### config.mk
export PLATFORM = sky130hd
export DESIGN_NAME = rtct_timer_flags
export DESIGN_NICKNAME = d
export VERILOG_FILES = /design/src/rtct_pkg.sv /design/src/rtct_src_div.sv /design/src/rtct_timer_flags.sv
export SDC_FILE = /design/constraint.sdc
export NUM_CORES = 1
export LEC_CHECK = 0
export BUFFER_PORTS_ARGS = -buffer_cell sky130_fd_sc_hd__buf_4
export CAP_MARGIN = 20
export CORE_MARGIN = 2
export CORE_UTILIZATION = 66
export DETAILED_ROUTE_END_ITERATION = 10
export PLACE_DENSITY = 0.85
export REMOVE_ABC_BUFFERS = 1
export SLEW_MARGIN = 20
export SYNTH_ARGS = -nofsm -noshare
export SYNTH_HDL_FRONTEND = slang
export SYNTH_SLANG_ARGS = --single-unit
### constraint.sdc
create_clock -name mclk -period 6.2 [get_ports mclk]
set_input_delay 0 -clock mclk [delete_from_list [all_inputs] [get_ports mclk]]
set_output_delay 0 -clock mclk [all_outputs]
set_load 0.03 [all_outputs]
### src/rtct_pkg.sv
`default_nettype none

package rtct_pkg;

  // register addresses on the serial register port
  localparam logic [7:0] ADDR_FLAGS     = 8'h01;
  localparam logic [7:0] ADDR_TIMER_CTL = 8'h10;
  localparam logic [7:0] ADDR_TIMER_VAL = 8'h11;

  // flags register bit positions
  localparam int unsigned FLG_TICK  = 7;
  localparam int unsigned FLG_WD    = 6;
  localparam int unsigned FLG_STAMP = 5;
  localparam int unsigned FLG_ALARM = 4;
  localparam int unsigned FLG_CD    = 3;

  // timer control register field positions and reset value
  localparam int unsigned CTL_MODE_HI  = 7;
  localparam int unsigned CTL_MODE_LO  = 6;
  localparam int unsigned CTL_PULSE    = 5;
  localparam int unsigned CTL_SRC_HI   = 1;
  localparam int unsigned CTL_SRC_LO   = 0;
  localparam logic [7:0]  CTL_RESET    = 8'h03;
  localparam logic [7:0]  BYTE_ZERO    = 8'h00;

  typedef enum logic [1:0] {
    MODE_OFF    = 2'b00,
    MODE_CD     = 2'b01,
    MODE_WD_IRQ = 2'b10,
    MODE_WD_RST = 2'b11
  } rtct_mode_t;

  typedef enum logic [1:0] {
    SRC_4K  = 2'b00,
    SRC_64  = 2'b01,
    SRC_1   = 2'b10,
    SRC_60  = 2'b11
  } rtct_src_t;

  // reset pulse state, one-hot
  typedef enum logic [1:0] {
    RP_IDLE = 2'b01,
    RP_HOLD = 2'b10
  } rtct_rp_t;

  // clock and source rates
  localparam int unsigned CLK_HZ_DEF    = 125_000_000;
  localparam int unsigned CLK_PERIOD_NS = 8;
  localparam int unsigned SRC_FAST_HZ   = 4096;
  localparam int unsigned DIV_TO_64     = 64;
  localparam int unsigned DIV_TO_1      = 64;
  localparam int unsigned DIV_TO_60     = 60;

  // reset output pulse widths
  localparam int unsigned RST_SHORT_NS  = 244_000;
  localparam int unsigned RST_LONG_NS   = 15_625_000;
  localparam int unsigned RST_SHORT_CYC = RST_SHORT_NS / CLK_PERIOD_NS;
  localparam int unsigned RST_LONG_CYC  = RST_LONG_NS / CLK_PERIOD_NS;
  localparam int unsigned RST_CNT_W     = 21;

endpackage

`default_nettype wire

### src/rtct_src_div.sv
`timescale 1ns/1ns
`default_nettype none

module rtct_src_div #(
  parameter int unsigned CLK_HZ = rtct_pkg::CLK_HZ_DEF
) (
  // clock and reset
  input  wire logic mclk,
  input  wire logic sysRstN,
  // source clock enables, one-cycle pulses
  output logic      tick4k,
  output logic      tick64,
  output logic      tick1,
  output logic      tick60
);

  localparam int unsigned DIVS [3] = '{rtct_pkg::DIV_TO_64, rtct_pkg::DIV_TO_1,
                                       rtct_pkg::DIV_TO_60};

  logic [31:0] acc_ff;
  logic [32:0] nxt_acc;
  logic        tick4k_ff;
  logic        stageIn [4];

  ////////////////////////////////////////////////////////////////////////////
  // fractional accumulator: exact 4.096 kHz average from any clock of 4096 Hz or more

  always_comb begin
    nxt_acc = {1'b0, acc_ff} + 33'(rtct_pkg::SRC_FAST_HZ);
  end

  always_ff @(posedge mclk or negedge sysRstN) begin
    if (!sysRstN) begin
      acc_ff    <= 32'h0000_0000;
      tick4k_ff <= 1'b0;
    end else if (nxt_acc >= 33'(CLK_HZ)) begin
      acc_ff    <= 32'(nxt_acc - 33'(CLK_HZ));
      tick4k_ff <= 1'b1;
    end else begin
      acc_ff    <= nxt_acc[31:0];
      tick4k_ff <= 1'b0;
    end
  end

  assign stageIn[0] = tick4k_ff;

  ////////////////////////////////////////////////////////////////////////////
  // prescaler chain 4096 -> 64 -> 1 -> 1/60 Hz

  for (genvar i = 0; i < 3; i++) begin : g_stage
    logic [5:0] cnt_ff;
    logic       out_ff;
    always_ff @(posedge mclk or negedge sysRstN) begin
      if (!sysRstN) begin
        cnt_ff <= 6'h00;
        out_ff <= 1'b0;
      end else if (stageIn[i]) begin
        out_ff <= (cnt_ff == 6'(DIVS[i] - 1));
        cnt_ff <= (cnt_ff == 6'(DIVS[i] - 1)) ? 6'h00 : cnt_ff + 6'h01;
      end else begin
        out_ff <= 1'b0;
      end
    end
    assign stageIn[i+1] = out_ff;
  end

  assign tick4k = stageIn[0];
  assign tick64 = stageIn[1];
  assign tick1  = stageIn[2];
  assign tick60 = stageIn[3];

endmodule

`default_nettype wire

### src/rtct_timer_flags.sv
`timescale 1ns/1ns
`default_nettype none

module rtct_timer_flags #(
  parameter int unsigned CLK_HZ        = rtct_pkg::CLK_HZ_DEF,
  parameter int unsigned RST_SHORT_CYC = rtct_pkg::RST_SHORT_CYC,
  parameter int unsigned RST_LONG_CYC  = rtct_pkg::RST_LONG_CYC
) (
  // clock and reset
  input  wire logic       mclk,
  input  wire logic       rst_n,
  // register port
  input  wire logic [7:0] regAddr,
  input  wire logic       regWr,
  input  wire logic       regRd,
  input  wire logic [7:0] regWrData,
  output logic      [7:0] regRdData,
  // events and controls from neighbouring blocks
  input  wire logic       alarmEvt,
  input  wire logic       stampGroundEvt,
  input  wire logic       secTickEn,
  input  wire logic       minTickEn,
  input  wire logic       countdownIrqEn,
  // pins toward host
  output logic            irqN,
  output logic            rstOutN
);

  logic                      rstSync1_ff;
  logic                      rstSync2_ff;
  logic                      sysRstN;
  logic                      t4k, t64, t1, t60;
  rtct_pkg::rtct_mode_t      mode_ff;
  rtct_pkg::rtct_src_t       srcSel_ff;
  logic                      pulseSel_ff;
  logic [7:0]                nVal_ff;
  logic [7:0]                cnt_ff;
  logic                      armed_ff;
  logic                      tickFlag_ff, wdFlag_ff, stampFlag_ff, alarmFlag_ff, cdFlag_ff;
  logic                      irqPulse_ff;
  rtct_pkg::rtct_rp_t        rpState_ff;
  logic [rtct_pkg::RST_CNT_W-1:0] rpCnt_ff;
  logic                      wrFlags, rdFlags, wrCtl, wrVal, modeWr;
  logic                      srcTick, armTick, expireEvt, cdEvt, wdEvt, tickEvt;
  logic                      levelTerm, wdIrqTerm;

  function automatic logic pickTick(input rtct_pkg::rtct_src_t sel, input logic a,
                                    input logic b, input logic c, input logic d);
    case (sel)
      rtct_pkg::SRC_4K: pickTick = a;
      rtct_pkg::SRC_64: pickTick = b;
      rtct_pkg::SRC_1:  pickTick = c;
      default:          pickTick = d;
    endcase
  endfunction

  function automatic logic hit(input logic stb, input logic [7:0] a, input logic [7:0] ref_a);
    hit = stb && (a == ref_a);
  endfunction

  ////////////////////////////////////////////////////////////////////////////
  // reset release and source clocks

  always_ff @(posedge mclk or negedge rst_n) begin
    if (!rst_n) begin
      rstSync1_ff <= 1'b0;
      rstSync2_ff <= 1'b0;
    end else begin
      rstSync1_ff <= 1'b1;
      rstSync2_ff <= rstSync1_ff;
    end
  end

  assign sysRstN = rstSync2_ff;

  rtct_src_div #(
    .CLK_HZ (CLK_HZ)
  ) u_div (
    .mclk    (mclk),
    .sysRstN (sysRstN),
    .tick4k  (t4k),
    .tick64  (t64),
    .tick1   (t1),
    .tick60  (t60)
  );

  ////////////////////////////////////////////////////////////////////////////
  // decode

  always_comb begin
    wrFlags   = hit(regWr, regAddr, rtct_pkg::ADDR_FLAGS);
    rdFlags   = hit(regRd, regAddr, rtct_pkg::ADDR_FLAGS);
    wrCtl     = hit(regWr, regAddr, rtct_pkg::ADDR_TIMER_CTL);
    wrVal     = hit(regWr, regAddr, rtct_pkg::ADDR_TIMER_VAL);
    modeWr    = wrCtl && (regWrData[rtct_pkg::CTL_MODE_HI:rtct_pkg::CTL_MODE_LO] != mode_ff);
    srcTick   = pickTick(srcSel_ff, t4k, t64, t1, t60);
    armTick   = (srcSel_ff == rtct_pkg::SRC_4K) ? t4k : t64;
    expireEvt = (mode_ff != rtct_pkg::MODE_OFF) && armed_ff && srcTick
                && (cnt_ff == 8'h01) && !wrVal && !modeWr;
    cdEvt     = expireEvt && (mode_ff == rtct_pkg::MODE_CD);
    wdEvt     = expireEvt && mode_ff[1];
    tickEvt   = (secTickEn && t1) || (minTickEn && t60);
  end

  ////////////////////////////////////////////////////////////////////////////
  // control registers

  always_ff @(posedge mclk or negedge sysRstN) begin
    if (!sysRstN) begin
      mode_ff     <= rtct_pkg::rtct_mode_t'(rtct_pkg::CTL_RESET[7:6]);
      pulseSel_ff <= rtct_pkg::CTL_RESET[5];
      srcSel_ff   <= rtct_pkg::rtct_src_t'(rtct_pkg::CTL_RESET[1:0]);
    end else if (wrCtl) begin
      mode_ff     <= rtct_pkg::rtct_mode_t'(regWrData[rtct_pkg::CTL_MODE_HI:rtct_pkg::CTL_MODE_LO]);
      pulseSel_ff <= regWrData[rtct_pkg::CTL_PULSE];
      srcSel_ff   <= rtct_pkg::rtct_src_t'(regWrData[rtct_pkg::CTL_SRC_HI:rtct_pkg::CTL_SRC_LO]);
    end
  end

  always_ff @(posedge mclk or negedge sysRstN) begin
    if (!sysRstN) begin
      nVal_ff <= rtct_pkg::BYTE_ZERO;
    end else if (wrVal) begin
      nVal_ff <= regWrData;
    end
  end

  ////////////////////////////////////////////////////////////////////////////
  // countdown / watchdog counter

  always_ff @(posedge mclk or negedge sysRstN) begin
    if (!sysRstN) begin
      cnt_ff   <= rtct_pkg::BYTE_ZERO;
      armed_ff <= 1'b0;
    end else if (wrVal) begin
      cnt_ff   <= regWrData;
      armed_ff <= 1'b0;
    end else if (modeWr) begin
      armed_ff <= 1'b0;
    end else if (mode_ff != rtct_pkg::MODE_OFF && cnt_ff != rtct_pkg::BYTE_ZERO) begin
      if (!armed_ff) begin
        armed_ff <= armTick;
      end else if (srcTick) begin
        if (cnt_ff == 8'h01) begin
          cnt_ff <= (mode_ff == rtct_pkg::MODE_CD) ? nVal_ff : rtct_pkg::BYTE_ZERO;
        end else begin
          cnt_ff <= cnt_ff - 8'h01;
        end
      end
    end
  end

  ////////////////////////////////////////////////////////////////////////////
  // flags: set wins over clear

  always_ff @(posedge mclk or negedge sysRstN) begin
    if (!sysRstN) begin
      tickFlag_ff  <= 1'b0;
      cdFlag_ff    <= 1'b0;
      alarmFlag_ff <= 1'b0;
      stampFlag_ff <= 1'b0;
      wdFlag_ff    <= 1'b0;
    end else begin
      tickFlag_ff  <= tickEvt || (tickFlag_ff && !(wrFlags && !regWrData[rtct_pkg::FLG_TICK]));
      cdFlag_ff    <= cdEvt || (cdFlag_ff && !(wrFlags && !regWrData[rtct_pkg::FLG_CD]));
      alarmFlag_ff <= alarmEvt
                      || (alarmFlag_ff && !(wrFlags && !regWrData[rtct_pkg::FLG_ALARM]));
      stampFlag_ff <= stampGroundEvt
                      || (stampFlag_ff && !(wrFlags && !regWrData[rtct_pkg::FLG_STAMP]));
      wdFlag_ff    <= wdEvt || (wdFlag_ff && !rdFlags && !wrVal);
    end
  end

  ////////////////////////////////////////////////////////////////////////////
  // read data

  always_ff @(posedge mclk or negedge sysRstN) begin
    if (!sysRstN) begin
      regRdData <= rtct_pkg::BYTE_ZERO;
    end else if (regRd) begin
      case (regAddr)
        rtct_pkg::ADDR_FLAGS:     regRdData <= {tickFlag_ff, wdFlag_ff, stampFlag_ff,
                                               alarmFlag_ff, cdFlag_ff, 3'b000};
        rtct_pkg::ADDR_TIMER_CTL: regRdData <= {mode_ff, pulseSel_ff, 3'b000, srcSel_ff};
        rtct_pkg::ADDR_TIMER_VAL: regRdData <= cnt_ff;
        default:                  regRdData <= rtct_pkg::BYTE_ZERO;
      endcase
    end
  end

  ////////////////////////////////////////////////////////////////////////////
  // watchdog reset pulse

  always_ff @(posedge mclk or negedge sysRstN) begin
    if (!sysRstN) begin
      rpState_ff <= rtct_pkg::RP_IDLE;
      rpCnt_ff   <= '0;
      rstOutN    <= 1'b1;
    end else begin
      case (rpState_ff)
        rtct_pkg::RP_IDLE: begin
          if (wdEvt && mode_ff == rtct_pkg::MODE_WD_RST) begin
            rpState_ff <= rtct_pkg::RP_HOLD;
            rstOutN    <= 1'b0;
            rpCnt_ff   <= (srcSel_ff == rtct_pkg::SRC_4K)
                          ? rtct_pkg::RST_CNT_W'(RST_SHORT_CYC - 1)
                          : rtct_pkg::RST_CNT_W'(RST_LONG_CYC - 1);
          end
        end
        rtct_pkg::RP_HOLD: begin
          if (wrVal || rpCnt_ff == '0) begin
            rpState_ff <= rtct_pkg::RP_IDLE;
            rstOutN    <= 1'b1;
          end else begin
            rpCnt_ff <= rpCnt_ff - 1'b1;
          end
        end
        default: begin
          rpState_ff <= rtct_pkg::RP_IDLE;
          rstOutN    <= 1'b1;
        end
      endcase
    end
  end

  ////////////////////////////////////////////////////////////////////////////
  // interrupt output

  always_comb begin
    levelTerm = tickFlag_ff
                || (mode_ff == rtct_pkg::MODE_CD && cdFlag_ff && countdownIrqEn);
    wdIrqTerm = (mode_ff == rtct_pkg::MODE_WD_IRQ) && wdFlag_ff;
  end

  always_ff @(posedge mclk or negedge sysRstN) begin
    if (!sysRstN) begin
      irqPulse_ff <= 1'b0;
    end else if (tickEvt || (cdEvt && countdownIrqEn)) begin
      irqPulse_ff <= 1'b1;
    end else if (t64) begin
      irqPulse_ff <= 1'b0;
    end
  end

  always_ff @(posedge mclk or negedge sysRstN) begin
    if (!sysRstN) begin
      irqN <= 1'b1;
    end else begin
      irqN <= !(wdIrqTerm || (pulseSel_ff ? irqPulse_ff : levelTerm));
    end
  end

  logic [rtct_pkg::RST_CNT_W-1:0] lowRun_ff;
  logic [rtct_pkg::RST_CNT_W-1:0] expW_ff;

  always_ff @(posedge mclk or negedge sysRstN) begin
    if (!sysRstN) begin
      lowRun_ff <= '0;
      expW_ff   <= '0;
    end else begin
      lowRun_ff <= rstOutN ? '0 : lowRun_ff + 1'b1;
      if (wdEvt && mode_ff == rtct_pkg::MODE_WD_RST && rpState_ff == rtct_pkg::RP_IDLE) begin
        expW_ff <= (srcSel_ff == rtct_pkg::SRC_4K) ? rtct_pkg::RST_CNT_W'(RST_SHORT_CYC)
                                                   : rtct_pkg::RST_CNT_W'(RST_LONG_CYC);
      end
    end
  end
endmodule

`default_nettype wire

# Word level (Yosys, flattened, before mapping)

Index checks and enable logic that the tools add are counted.

Register bits: 117
Input port bits: 25
Output and inout bits: 10
Logic and storage cells: 154

Add/subtract/negate cells: 7
$lt $le $gt $ge: 1
Eq/ne operators: 19
Muxes and demuxes: 35
Reductions and logical operators: 65

Operators with widths:

| cell                                                                | count |
|---|---|
| 2-to-1 mux 21 bit                                                   | 3 |
| 2-to-1 mux 8 bit                                                    | 7 |
| case mux 21 bit (2 select lines)                                    | 1 |
| adder 32 x 13 -> 33 bit, second input constant                      | 1 |
| greater-or-equal comparator 33 x 27 -> 1 bit, second input constant | 1 |
| 2-to-1 mux 32 bit                                                   | 1 |
| subtractor 32 x 27 -> 32 bit, second input constant                 | 1 |
| logical AND 1 bit                                                   | 30 |
| case mux 8 bit (3 select lines)                                     | 1 |
| logical NOT 21 bit                                                  | 1 |
| subtractor 21 x 1 -> 21 bit, second input constant                  | 1 |
| adder 6 x 1 -> 6 bit, second input constant                         | 3 |
| == test 6 bit, second input constant                                | 3 |
| 2-to-1 mux 6 bit                                                    | 3 |
| == test 8 x 1 -> 1 bit, second input constant                       | 2 |
| == test 8 x 5 -> 1 bit, second input constant                       | 2 |
| 2-to-1 mux 1 bit                                                    | 14 |
| logical NOT 1 bit                                                   | 12 |
| nonzero test 2 bit                                                  | 6 |
| logical OR 1 bit                                                    | 10 |
| == test 2 bit, second input constant                                | 4 |
| != test 2 bit, second input constant                                | 4 |
| nonzero test 8 bit                                                  | 1 |
| subtractor 8 x 1 -> 8 bit, second input constant                    | 1 |
| other kinds (11)                                                    | 14 |

# Logic depth before layout (Yosys ltp)

Gate-level depths: netlist of run 1.

Word-level depth: 10
Gate-level depth with buffers: 12
Depth with buffers taken out: 11

# Modules after synthesis

Synthesis of run 1 repeated with hierarchy kept, for this count alone.

Cells, all modules: 677
Area total of the unflattened synthesis: 6348.6 um2

By module, submodules not included:

| module           | times used | cells an instance | area each (um2) | sequential area each (um2) |
|---|---|---|---|---|
| rtct_timer_flags | 1          | 379               | 3458.3          | 1556.5 |
| rtct_src_div     | 1          | 298               | 2890.3          | 1201.2 |

# Worst setup path after synthesis of run 1

No wires, ideal clock.

Path type: reg-to-reg
Start: register u_div.acc_ff[12]
End: register u_div.acc_ff[17]
Setup time: 0.065 ns
Arrival time: 2.537 ns
Required time: 6.135 ns
Setup slack: 3.598 ns
Stages on the path, launching flop included: 12
Path buffers: 1
Clock period less this slack: 2.602 ns
Cells stage by stage: dfrtp_1 > buf_4 > inv_1 > ha_1 > inv_1 > a221oi_1 > nor3_1 > o221a_2 > o211a_2 > a2111o_1 > a31o_1 > nand2_1

Longest elaborated chain between the ends: 3
Elaborated cells between the ends (all ways): 4
Those cells by class: add/sub: 2; order compare: 1; mux: 1

RTL lines:

| what                                                                                                | RTL line                               | text |
|---|---|---|
| from (decl)                                                                                         | rtct_src_div.sv:20                     | `logic [31:0] acc_ff;` |
| from (signal assigned)                                                                              | rtct_src_div.sv:37                     | `acc_ff <= 32'(nxt_acc - 33'(CLK_HZ));` |
| from (signal assigned)                                                                              | rtct_src_div.sv:40                     | `acc_ff <= nxt_acc[31:0];` |
| adder 32 x 13 -> 33 bit *                                                                           | rtct_src_div.sv:29                     | `nxt_acc = {1'b0, acc_ff} + 33'(rtct_pkg::SRC_FAST_HZ);` |
| subtractor 32 x 27 -> 32 bit / greater-or-equal comparator 33 x 27 -> 1 bit (equally long branches) | rtct_src_div.sv:37, rtct_src_div.sv:36 |  |
| 2-to-1 mux 32 bit *                                                                                 | rtct_src_div.sv:36                     | `end else if (nxt_acc >= 33'(CLK_HZ)) begin` |

Mark *: on every way between the ends. The rest lies on a longest branch, timed or not.
A chain may end at the register's enable or synchronous reset.

# Final worst setup path of run 1

Start: register u_div.acc_ff[12]
End: register u_div.acc_ff[21]

Same word-level chain as after synthesis.

==> results of run 1 <==
## registers in the layout, summed over array words and instances (netlist names), 2 cells and up
name	count
cnt_ff	8
mode_ff	2
nVal_ff	8
regRdData	8
rpCnt_ff	21
rpState_ff	2
srcSel_ff	2
u_div.acc_ff	26
u_div.g_stage.cnt_ff	18
## metal layers
metal  wire [µm]  vias to the layer above  part of all wire [%]  global-route usage, %
met5           0                        -                     0                      0
met4         217                        0                   1.6                   8.32
met3         774                       27                   5.6                   4.90
met2        6920                      197                    50                   47.6
met1        5880                     2559                    43                   38.5
li1            -                     2501                     -                      -
## cell usage in the layout (no fill, tap or decap), types with 3 or more instances in the layout
cell,netlist,routed
dfrtp_1,106,105
nand2_1,81,81
nor2_1,68,68
a21oi_1,47,47
xnor2_1,44,44
o21ai_0,40,40
buf_4,6,35
inv_1,27,27
dlygate4sd3_1,0,22
nor3_1,21,21
nand4_1,20,20
mux2_2,14,14
nand3_1,13,13
xor2_1,13,13
nor4_1,12,11
ha_1,11,11
clkbuf_8,0,10
o221ai_1,9,9
a31oi_1,9,9
nand2b_1,8,8
o22ai_1,8,8
nor2b_1,6,6
nand4b_1,4,4
o31ai_1,4,4
mux2i_1,4,4
nand3b_1,4,4
or3_1,4,4
dfstp_2,4,4
and4_1,3,3
o21bai_1,3,3
or4_1,3,3
or2_2,3,3
a22oi_1,3,3
o22a_1,3,3
## timing repair
item | in CTS | in global routing
setup endpoints to repair | 0 | 0
gates resized for setup | 0 | 0
hold endpoints to repair | 37 | 1
hold buffers | 21 | 1
## critical path, stage by stage (launching register included)
cell	delay, ns
dfrtp_1	0.56
ha_1	0.37
nand3_2	0.33
or4b_1	0.59
a21oi_1	0.27
o221a_2	0.24
o211a_2	0.40
inv_2	0.21
o2111ai_1	0.15
a21boi_2	0.19
xnor2_1	0.12
## power breakdown
part           leakage, nW  internal (W)  total (W)  switching, W
Sequential            1.43      0.000775   0.000833     0.0000580
Clock               0.0981      0.000203   0.000453      0.000250
Combinational         1.44     0.0000681   0.000144     0.0000761
Total                 2.96       0.00105    0.00143      0.000385
## final cells by class
cell class	count	area [µm²]	area share, %
repair buffers	58	494	7.08
inverters	28	105	1.50
clock buffers	11	141	2.02
flip-flops and latches	110	2760	39.5
multi-input cells	511	3260	46.6
well taps	129	161	2.31
clock inverters	5	65.1	0.932
## cell families (layout without fill, tap and decap cells)
kind of cell | after synthesis | count (layout) | synth area share, %
fa+ha+maj | 11 | 11 | 2.19
simple gates | 274 | 274 | 23.0
xor+xnor | 57 | 57 | 7.96
mux | 19 | 19 | 3.51
flops | 110 | 110 | 44.0
other cells | 1 | 1 | 0.0598
compound gates | 149 | 149 | 15.0
buf+inv | 59 | 102 | 4.23
## stage by stage
| stage | hold slack (ns) | util, % | power (W) | cells |
|---|---|---|---|---|
| floorplan | -0.296 | - | 0.000926 | 649 |
| global placement | -0.217 | 70.9 | 0.000968 | 814 |
| detailed placement | -0.216 | 70.9 | 0.000980 | 814 |
| CTS | 0.0115 | 75.4 | 0.00144 | 851 |
| global route | 0.150 | 75.6 | 0.00149 | 852 |
| finish | 0.129 | 75.6 | 0.00143 | 852 |
## final timing paths
path                             startpoint                    endpoint  slack [ns]
min in group asynchronous       rstSync2_ff  u_div.g_stage[2].cnt_ff[1]        0.23
max                        u_div.acc_ff[12]            u_div.acc_ff[21]        2.70
max in group asynchronous       rstSync2_ff                rpCnt_ff[18]        4.93
max reg2reg                u_div.acc_ff[12]            u_div.acc_ff[21]        2.70
min reg2reg                     rstSync2_ff  u_div.g_stage[2].cnt_ff[1]        0.23
min                              regAddr[7]                regRdData[6]        0.13
==> results.cfg, run 1 <==
[grt]
grt_max_degree = 86
antenna_found_initial = 0
grt.overflow.total = 0
grt_pass1_vias = 5051
grt_usage_pct = 28.5
grt_pass1_wl_um = 23400

[sta]
slew_violations = 0
fin_crit_ns = 3.50
slew_headroom_pct = 38.2
setup_ws_ns = 2.70
rsz0062_at_grt = false
period_share_pct = 56.5
finClkSkew_ns = 0.0204
setup-tns-final_ns = 0
hold_violations = 0
tightest_slew_ns = 0.919
max_clock_freq_mhz = 286
setup_viol = 0

[floorplanning]
die_area_um2 = 10300
die_w_um = 101
fp.dieH_um = 101
start_util_pct = 67.9
fp-row-count = 35
coreArea_um2 = 9240
io_pins = 35

[clock_network]
cts.htree.levels = 3
cts_tree = done
clock_latency_ns = 0.37
cts_setup_buffers = 0
cts_sinks = 110
root_buffer = clkbuf_8
cts_buffers = 9
clk_pin_slew_ns = 0.11
cts_buffer_depth = 2

[synthesis]
netlist.area_leader.share_pct = 42.3
netlist.top_cell.by_area = dfrtp_1
synthTopCellsByArea = dfrtp_1 42%, xnor2_1 6.1%, nand2_1 4.8%, nor2_1 4.1%, a21oi_1 3.8%
async_flop_share_pct = 100
synth_top_flop_cell = dfrtp_1
ys_ff_latch = 110
synth_warnings = 0
ys_top_cells_by_count = 106 x dfrtp_1, 81 x nand2_1, 68 x nor2_1
synth_cell_types = 76
synth-edff-count = 0
syn_inst = 680
syn-mean-instance-area_um2 = 9.22
ys_seq_area_share_pct = 44.0
syn_area_um2 = 6270
yosysMostFrequentCell = dfrtp_1

[finish]
area_delta_synth_final_pct = 11.4
final_area_um2 = 6980
drive_gt1_share_pct = 13.3
fin_nets = 754
diodes = 0
nFillCells = 628

[critical_path]
critPathKind = reg2reg
cp-end-kind = flop
r2r_cells = 10
worst_setup_path_start_kind = flop
arrival_ns = 3.80
critPathRequiredTime_ns = 6.50
path_max_fanout = 15

[placement]
place_hpwl_um = 9500
io_buffer_count = 34
pre_cts_ws_ns = 2.73
gp_congestion = 0.886
placed_area_um2 = 6550

[power]
p_per_area_nw_per_um2 = 205
leakagePower_nw = 2.96
irDropWorstVdd_mv = 0.165

[hold_path]
holdPathStages = 5
hold_path.class = in2reg

[detailed_routing]
drc = 0
drt_iter0_drc = 273
postRouteWirelength_um = 13800
wire_per_inst_um = 16.2
viasPerCell = 6.20
first_pass_iters = 5
ant_nets = 0
vias = 5284

[run_status]
status = finished, final reports clean

[job]
maxCapViolCount = 0
Note: power is estimated with default switching activity, not from simulation.
==> run 2: changes to the inputs <==
--- a/config.mk
+++ b/config.mk
@@ -8,9 +8,9 @@
 export BUFFER_PORTS_ARGS = -buffer_cell sky130_fd_sc_hd__buf_4
 export CAP_MARGIN = 20
 export CORE_MARGIN = 2
-export CORE_UTILIZATION = 66
+export CORE_UTILIZATION = 62
 export DETAILED_ROUTE_END_ITERATION = 10
-export PLACE_DENSITY = 0.85
+export PLACE_DENSITY = 0.81
 export REMOVE_ABC_BUFFERS = 1
 export SLEW_MARGIN = 20
 export SYNTH_ARGS = -nofsm -noshare
==> constraint.sdc (replaced) <==
create_clock -name mclk -period 3.33 [get_ports mclk]
set_input_delay 0 -clock mclk [delete_from_list [all_inputs] [get_ports mclk]]
set_output_delay 0 -clock mclk [all_outputs]
set_load 0.03 [all_outputs]
==> results.cfg, run 2 (same netlist as run 1, synthesis figures left out) <==
[grt]
grt_usage_pct = 26.8
antenna_found_initial = 0
grt_pass1_wl_um = 24200
grt.overflow.total = 0
grt_pass1_vias = 5250
grt_max_degree = 89

[detailed_routing]
vias = 5224
met1_length_um = 6000
viasPerCell = 6.05
drc = 0
drt_iter0_drc = 279
wire_per_inst_um = 15.8
met3WireLength_um = 596
dr.max_layer_used = met4
ant_nets = 0
postRouteWirelength_um = 13700
met2_length_um = 6750
first_pass_iters = 4

[sta]
period_share_pct = 89.1
hold_violations = 0
rsz0062_at_grt = false
setup_ws_ns = 0.364
slew_headroom_pct = 43.5
max_clock_freq_mhz = 337
fin_crit_ns = 2.97
setup-tns-final_ns = 0
setup_viol = 0
tightest_slew_ns = 0.846
slew_violations = 0
finClkSkew_ns = 0.00928

[finish]
finalNonFillerCells = 864
fin_nets = 762
largest_register = u_div.acc_ff
largest_reg_flops = 26
drive_gt1_share_pct = 14.6
top_regs = u_div.acc_ff: 26 flops, rpCnt_ff: 21 flops, u_div.g_stage.cnt_ff: 18 flops
area_delta_synth_final_pct = 12.6
diodes = 0
layout_commonest_cell = dfrtp_1
final_cell_mix = 105 x dfrtp_1, 81 x nand2_1, 68 x nor2_1

[placement]
gp_congestion = 0.900
pre_cts_ws_ns = 0.275
io_buffer_count = 34
place_hpwl_um = 9610
place_inst = 827

[critical_path]
critPathKind = reg2reg
cp-end-kind = flop
arrival_ns = 3.24
worst_setup_path_start_kind = flop
path_max_fanout = 15
critPathRequiredTime_ns = 3.60

[power]
irDropWorstVdd_mv = 0.291
leakagePower_nw = 3.00
p_per_area_nw_per_um2 = 366
report.power.total_w = 0.00258

[floorplanning]
die_area_um2 = 10900
io_pins = 35
coreArea_um2 = 9820
fp.dieH_um = 105
fp-row-count = 36
start_util_pct = 63.9
die_w_um = 105

[clock_network]
clk_pin_slew_ns = 0.10
cts_setup_buffers = 0
cts_tree = done
cts_buffer_depth = 2
clock_latency_ns = 0.38
cts_sinks = 110
cts.htree.levels = 3
root_buffer = clkbuf_8
cts_buffers = 9

[hold_path]
hold_path.class = in2reg

[run_status]
status = finished, final reports clean

[job]
maxCapViolCount = 0
==> run 2: changes by cell type in the layout (fill, tap and decap cells not counted), moves of 2 or more <==
cell        delta
buf_12         +2
clkinv_4       +3
buf_4          +8
clkinvlp_4     -2
==> run 2: worst max-delay path: stages, from the launching register on <==
cell and delay (ns):
dfrtp_1 0.38, ha_2 0.27, nand3_2 0.21, buf_4 0.24, o32ai_1 0.30, nor2_1 0.12
o221a_2 0.27, o211a_2 0.36, inv_2 0.25, o2111ai_1 0.14, a21boi_2 0.19, xnor2_1 0.12
==> run 2: cell type report <==
cell class / count / area (µm²)
multi-input combinational: 511 / 3270
clock buffer: 10 / 128
inverter: 28 / 105
sequential: 110 / 2760
fill: 753 / 2760
tap: 133 / 166
timing repair buffer: 66 / 573
clock inverter: 6 / 58.8
==> run 2: what timing repair did <==
action | in CTS | in global routing
hold buffers | 21 | 0
endpoints found under the hold margin | 38 | 0
gates resized for setup | 0 | 3
setup endpoints to repair | 0 | 1
==> run 2: final timing paths <==
check                                 start                         end  slack, ns  cells past startpoint
max                        u_div.acc_ff[12]            u_div.acc_ff[21]       0.36                     11
max reg2reg                u_div.acc_ff[12]            u_div.acc_ff[21]       0.36                     11
min reg2reg                     rstSync2_ff  u_div.g_stage[1].cnt_ff[5]       0.21                      0
min                              regAddr[6]                regRdData[7]       0.14                      5
max in group asynchronous       rstSync2_ff               rpState_ff[0]       2.36                      1
min in group asynchronous       rstSync2_ff  u_div.g_stage[1].cnt_ff[5]       0.21                      0
==> run 2: routing by layer <==
metal / track usage (%) / vias to the layer above
met5: 0 / -
met1: 35.2 / 2527
met2: 44.6 / 140
met4: 9.71 / 0
li1: - / 2525
met3: 5.18 / 32
==> run 2: power breakdown <==
part | leakage, nW | total [W] | internal, W | switching, W
clock network | 0.0951 | 0.000763 | 0.000287 | 0.000477
registers | 1.43 | 0.00155 | 0.00144 | 0.000103
logic | 1.48 | 0.000275 | 0.000131 | 0.000144
==> run 2: per-stage QoR <==
step | cell area [µm²] | utilization [%] | hold slack [ns]
after floorplan | 6110 | - | -0.296
after global placement | 6650 | 67.7 | -0.218
after detailed placement | 6650 | 67.7 | -0.216
after CTS | 7050 | 71.8 | 0.121
after global routing | 7060 | 71.9 | 0.151
final | 7060 | 71.9 | 0.138
==> run 3: changes to the inputs <==
--- a/config.mk
+++ b/config.mk
@@ -7,7 +7,6 @@
 export LEC_CHECK = 0
 export BUFFER_PORTS_ARGS = -buffer_cell sky130_fd_sc_hd__buf_4
 export CAP_MARGIN = 20
-export CORE_MARGIN = 2
 export CORE_UTILIZATION = 62
 export DETAILED_ROUTE_END_ITERATION = 10
 export PLACE_DENSITY = 0.81
==> results.cfg, run 3 (same netlist as run 1, synthesis figures left out) <==
[detailed_routing]
ant_nets = 0
drt_iter0_drc = 287
drc = 0
viasPerCell = 6.10
postRouteWirelength_um = 14100
wire_per_inst_um = 16.3
first_pass_iters = 5
vias = 5277

[floorplanning]
fp-row-count = 36
start_util_pct = 64.2
coreArea_um2 = 9770
die_w_um = 103
die_area_um2 = 10500
io_pins = 35
fp.dieH_um = 103

[finish]
largest_reg_flops = 26
nFillCells = 721
largest_register = u_div.acc_ff
postLayoutCoreUtil_pct = 72.0
diodes = 0
drive_gt1_share_pct = 14.5
area_delta_synth_final_pct = 12.2
final_area_um2 = 7040
layout_commonest_cell = dfrtp_1
final_cell_mix = 105 x dfrtp_1, 81 x nand2_1, 68 x nor2_1
top_regs = u_div.acc_ff: 26 flops, rpCnt_ff: 21 flops, u_div.g_stage.cnt_ff: 18 flops
fin_nets = 763

[placement]
io_buffer_count = 34
placed_area_um2 = 6650
place_hpwl_um = 9970
pre_cts_ws_ns = 0.294
gp_congestion = 0.973

[hold_path]
hold_path.class = in2reg

[clock_network]
cts_tree = done
ctsHoldBuffers = 21
cts_buffer_depth = 2
root_buffer = clkbuf_8
clock_latency_ns = 0.40
cts_sinks = 110
cts.htree.levels = 3
cts_setup_buffers = 0
cts_buffers = 9
clk_pin_slew_ns = 0.10
ctsResizeCount = 0

[sta]
setup-tns-final_ns = 0
fin_crit_ns = 3.07
setup_ws_ns = 0.260
slew_violations = 0
max_clock_freq_mhz = 326
setup_viol = 0
finClkSkew_ns = 0.0124
slew_headroom_pct = 42.4
period_share_pct = 92.2
hold_violations = 0
rsz0062_at_grt = false
tightest_slew_ns = 0.862

[power]
p_per_area_nw_per_um2 = 369
irDropWorstVdd_mv = 0.301
leakagePower_nw = 3.00

[critical_path]
worst_setup_path_start_kind = flop
critPathKind = reg2reg
path_max_fanout = 15
cp-end-kind = flop
reg2reg_slack_ns = 0.26
critPathRequiredTime_ns = 3.65
arrival_ns = 3.39

[grt]
antenna_found_initial = 0
grt_pass1_vias = 5024
grt_pass1_wl_um = 23300
grt_usage_pct = 29.0
grt.overflow.total = 0
grt_max_degree = 63

[job]
maxCapViolCount = 0

[run_status]
status = finished, final reports clean
## run 3: cell types whose count changed in the layout (fill, tap and decap cells not counted), moves of 2 or more
cell | before | now
clkinv_4 | 3 | 0
clkinvlp_4 | 0 | 2
buf_4 | 43 | 45
inv_6 | 0 | 3
## run 3: report_power, final
part / total [W] / switching (W) / internal (W)
sequential: 0.00156 / 0.000116 / 0.00144
clock: 0.000768 / 0.000483 / 0.000286
combinational: 0.000270 / 0.000141 / 0.000129
## run 3: area by class of cell
class                   instances  area [µm²]  area share [%]
multi-input cells             511        3260            46.3
flip-flops and latches        110        2760            39.2
repair buffers                 67         568            8.07
well taps                     133         166            2.36
clock buffers                  10         128            1.81
inverters                      28         105            1.49
clock inverters                 6        52.6           0.747
## run 3: per-layer routing
metal / vias to the layer above / GRT usage, % / routed length [µm]
met4: 0 / 13.8 / 349
li1: 2535 / - / -
met3: 36 / 6.37 / 692
met2: 170 / 48.5 / 7010
met5: - / 0 / 0
met1: 2536 / 35.7 / 6020
## run 3: critical path, stage by stage (launching register included)
cell       delay [ns]
dfrtp_1          0.51
nand4_2          0.41
o311a_1          0.51
o32a_1           0.38
o221ai_1         0.19
o211a_2          0.35
inv_2            0.19
o2111ai_1        0.15
a21boi_2         0.19
xnor2_1          0.12
## run 3: metrics by stage
stage / instances / power, W / hold WS, ns
after floorplan: 649 / 0.00172 / -0.296
after CTS: 865 / 0.00262 / 0.0902
after detailed placement: 828 / 0.00184 / -0.217
final: 865 / 0.00260 / 0.117
after global placement: 828 / 0.00181 / -0.218
after global routing: 865 / 0.00272 / 0.155
## run 3: path summary, 6_finish.rpt
path                       cells past startpoint                to        startpoint
min reg2reg                                    0       rstSync2_ff       rstSync1_ff
min                                            5      regRdData[6]        regAddr[7]
max                                            9  u_div.acc_ff[21]  u_div.acc_ff[16]
max in group asynchronous                      1              irqN       rstSync2_ff
min in group asynchronous                      0      u_div.tick4k       rstSync2_ff
max reg2reg                                    9  u_div.acc_ff[21]  u_div.acc_ff[16]
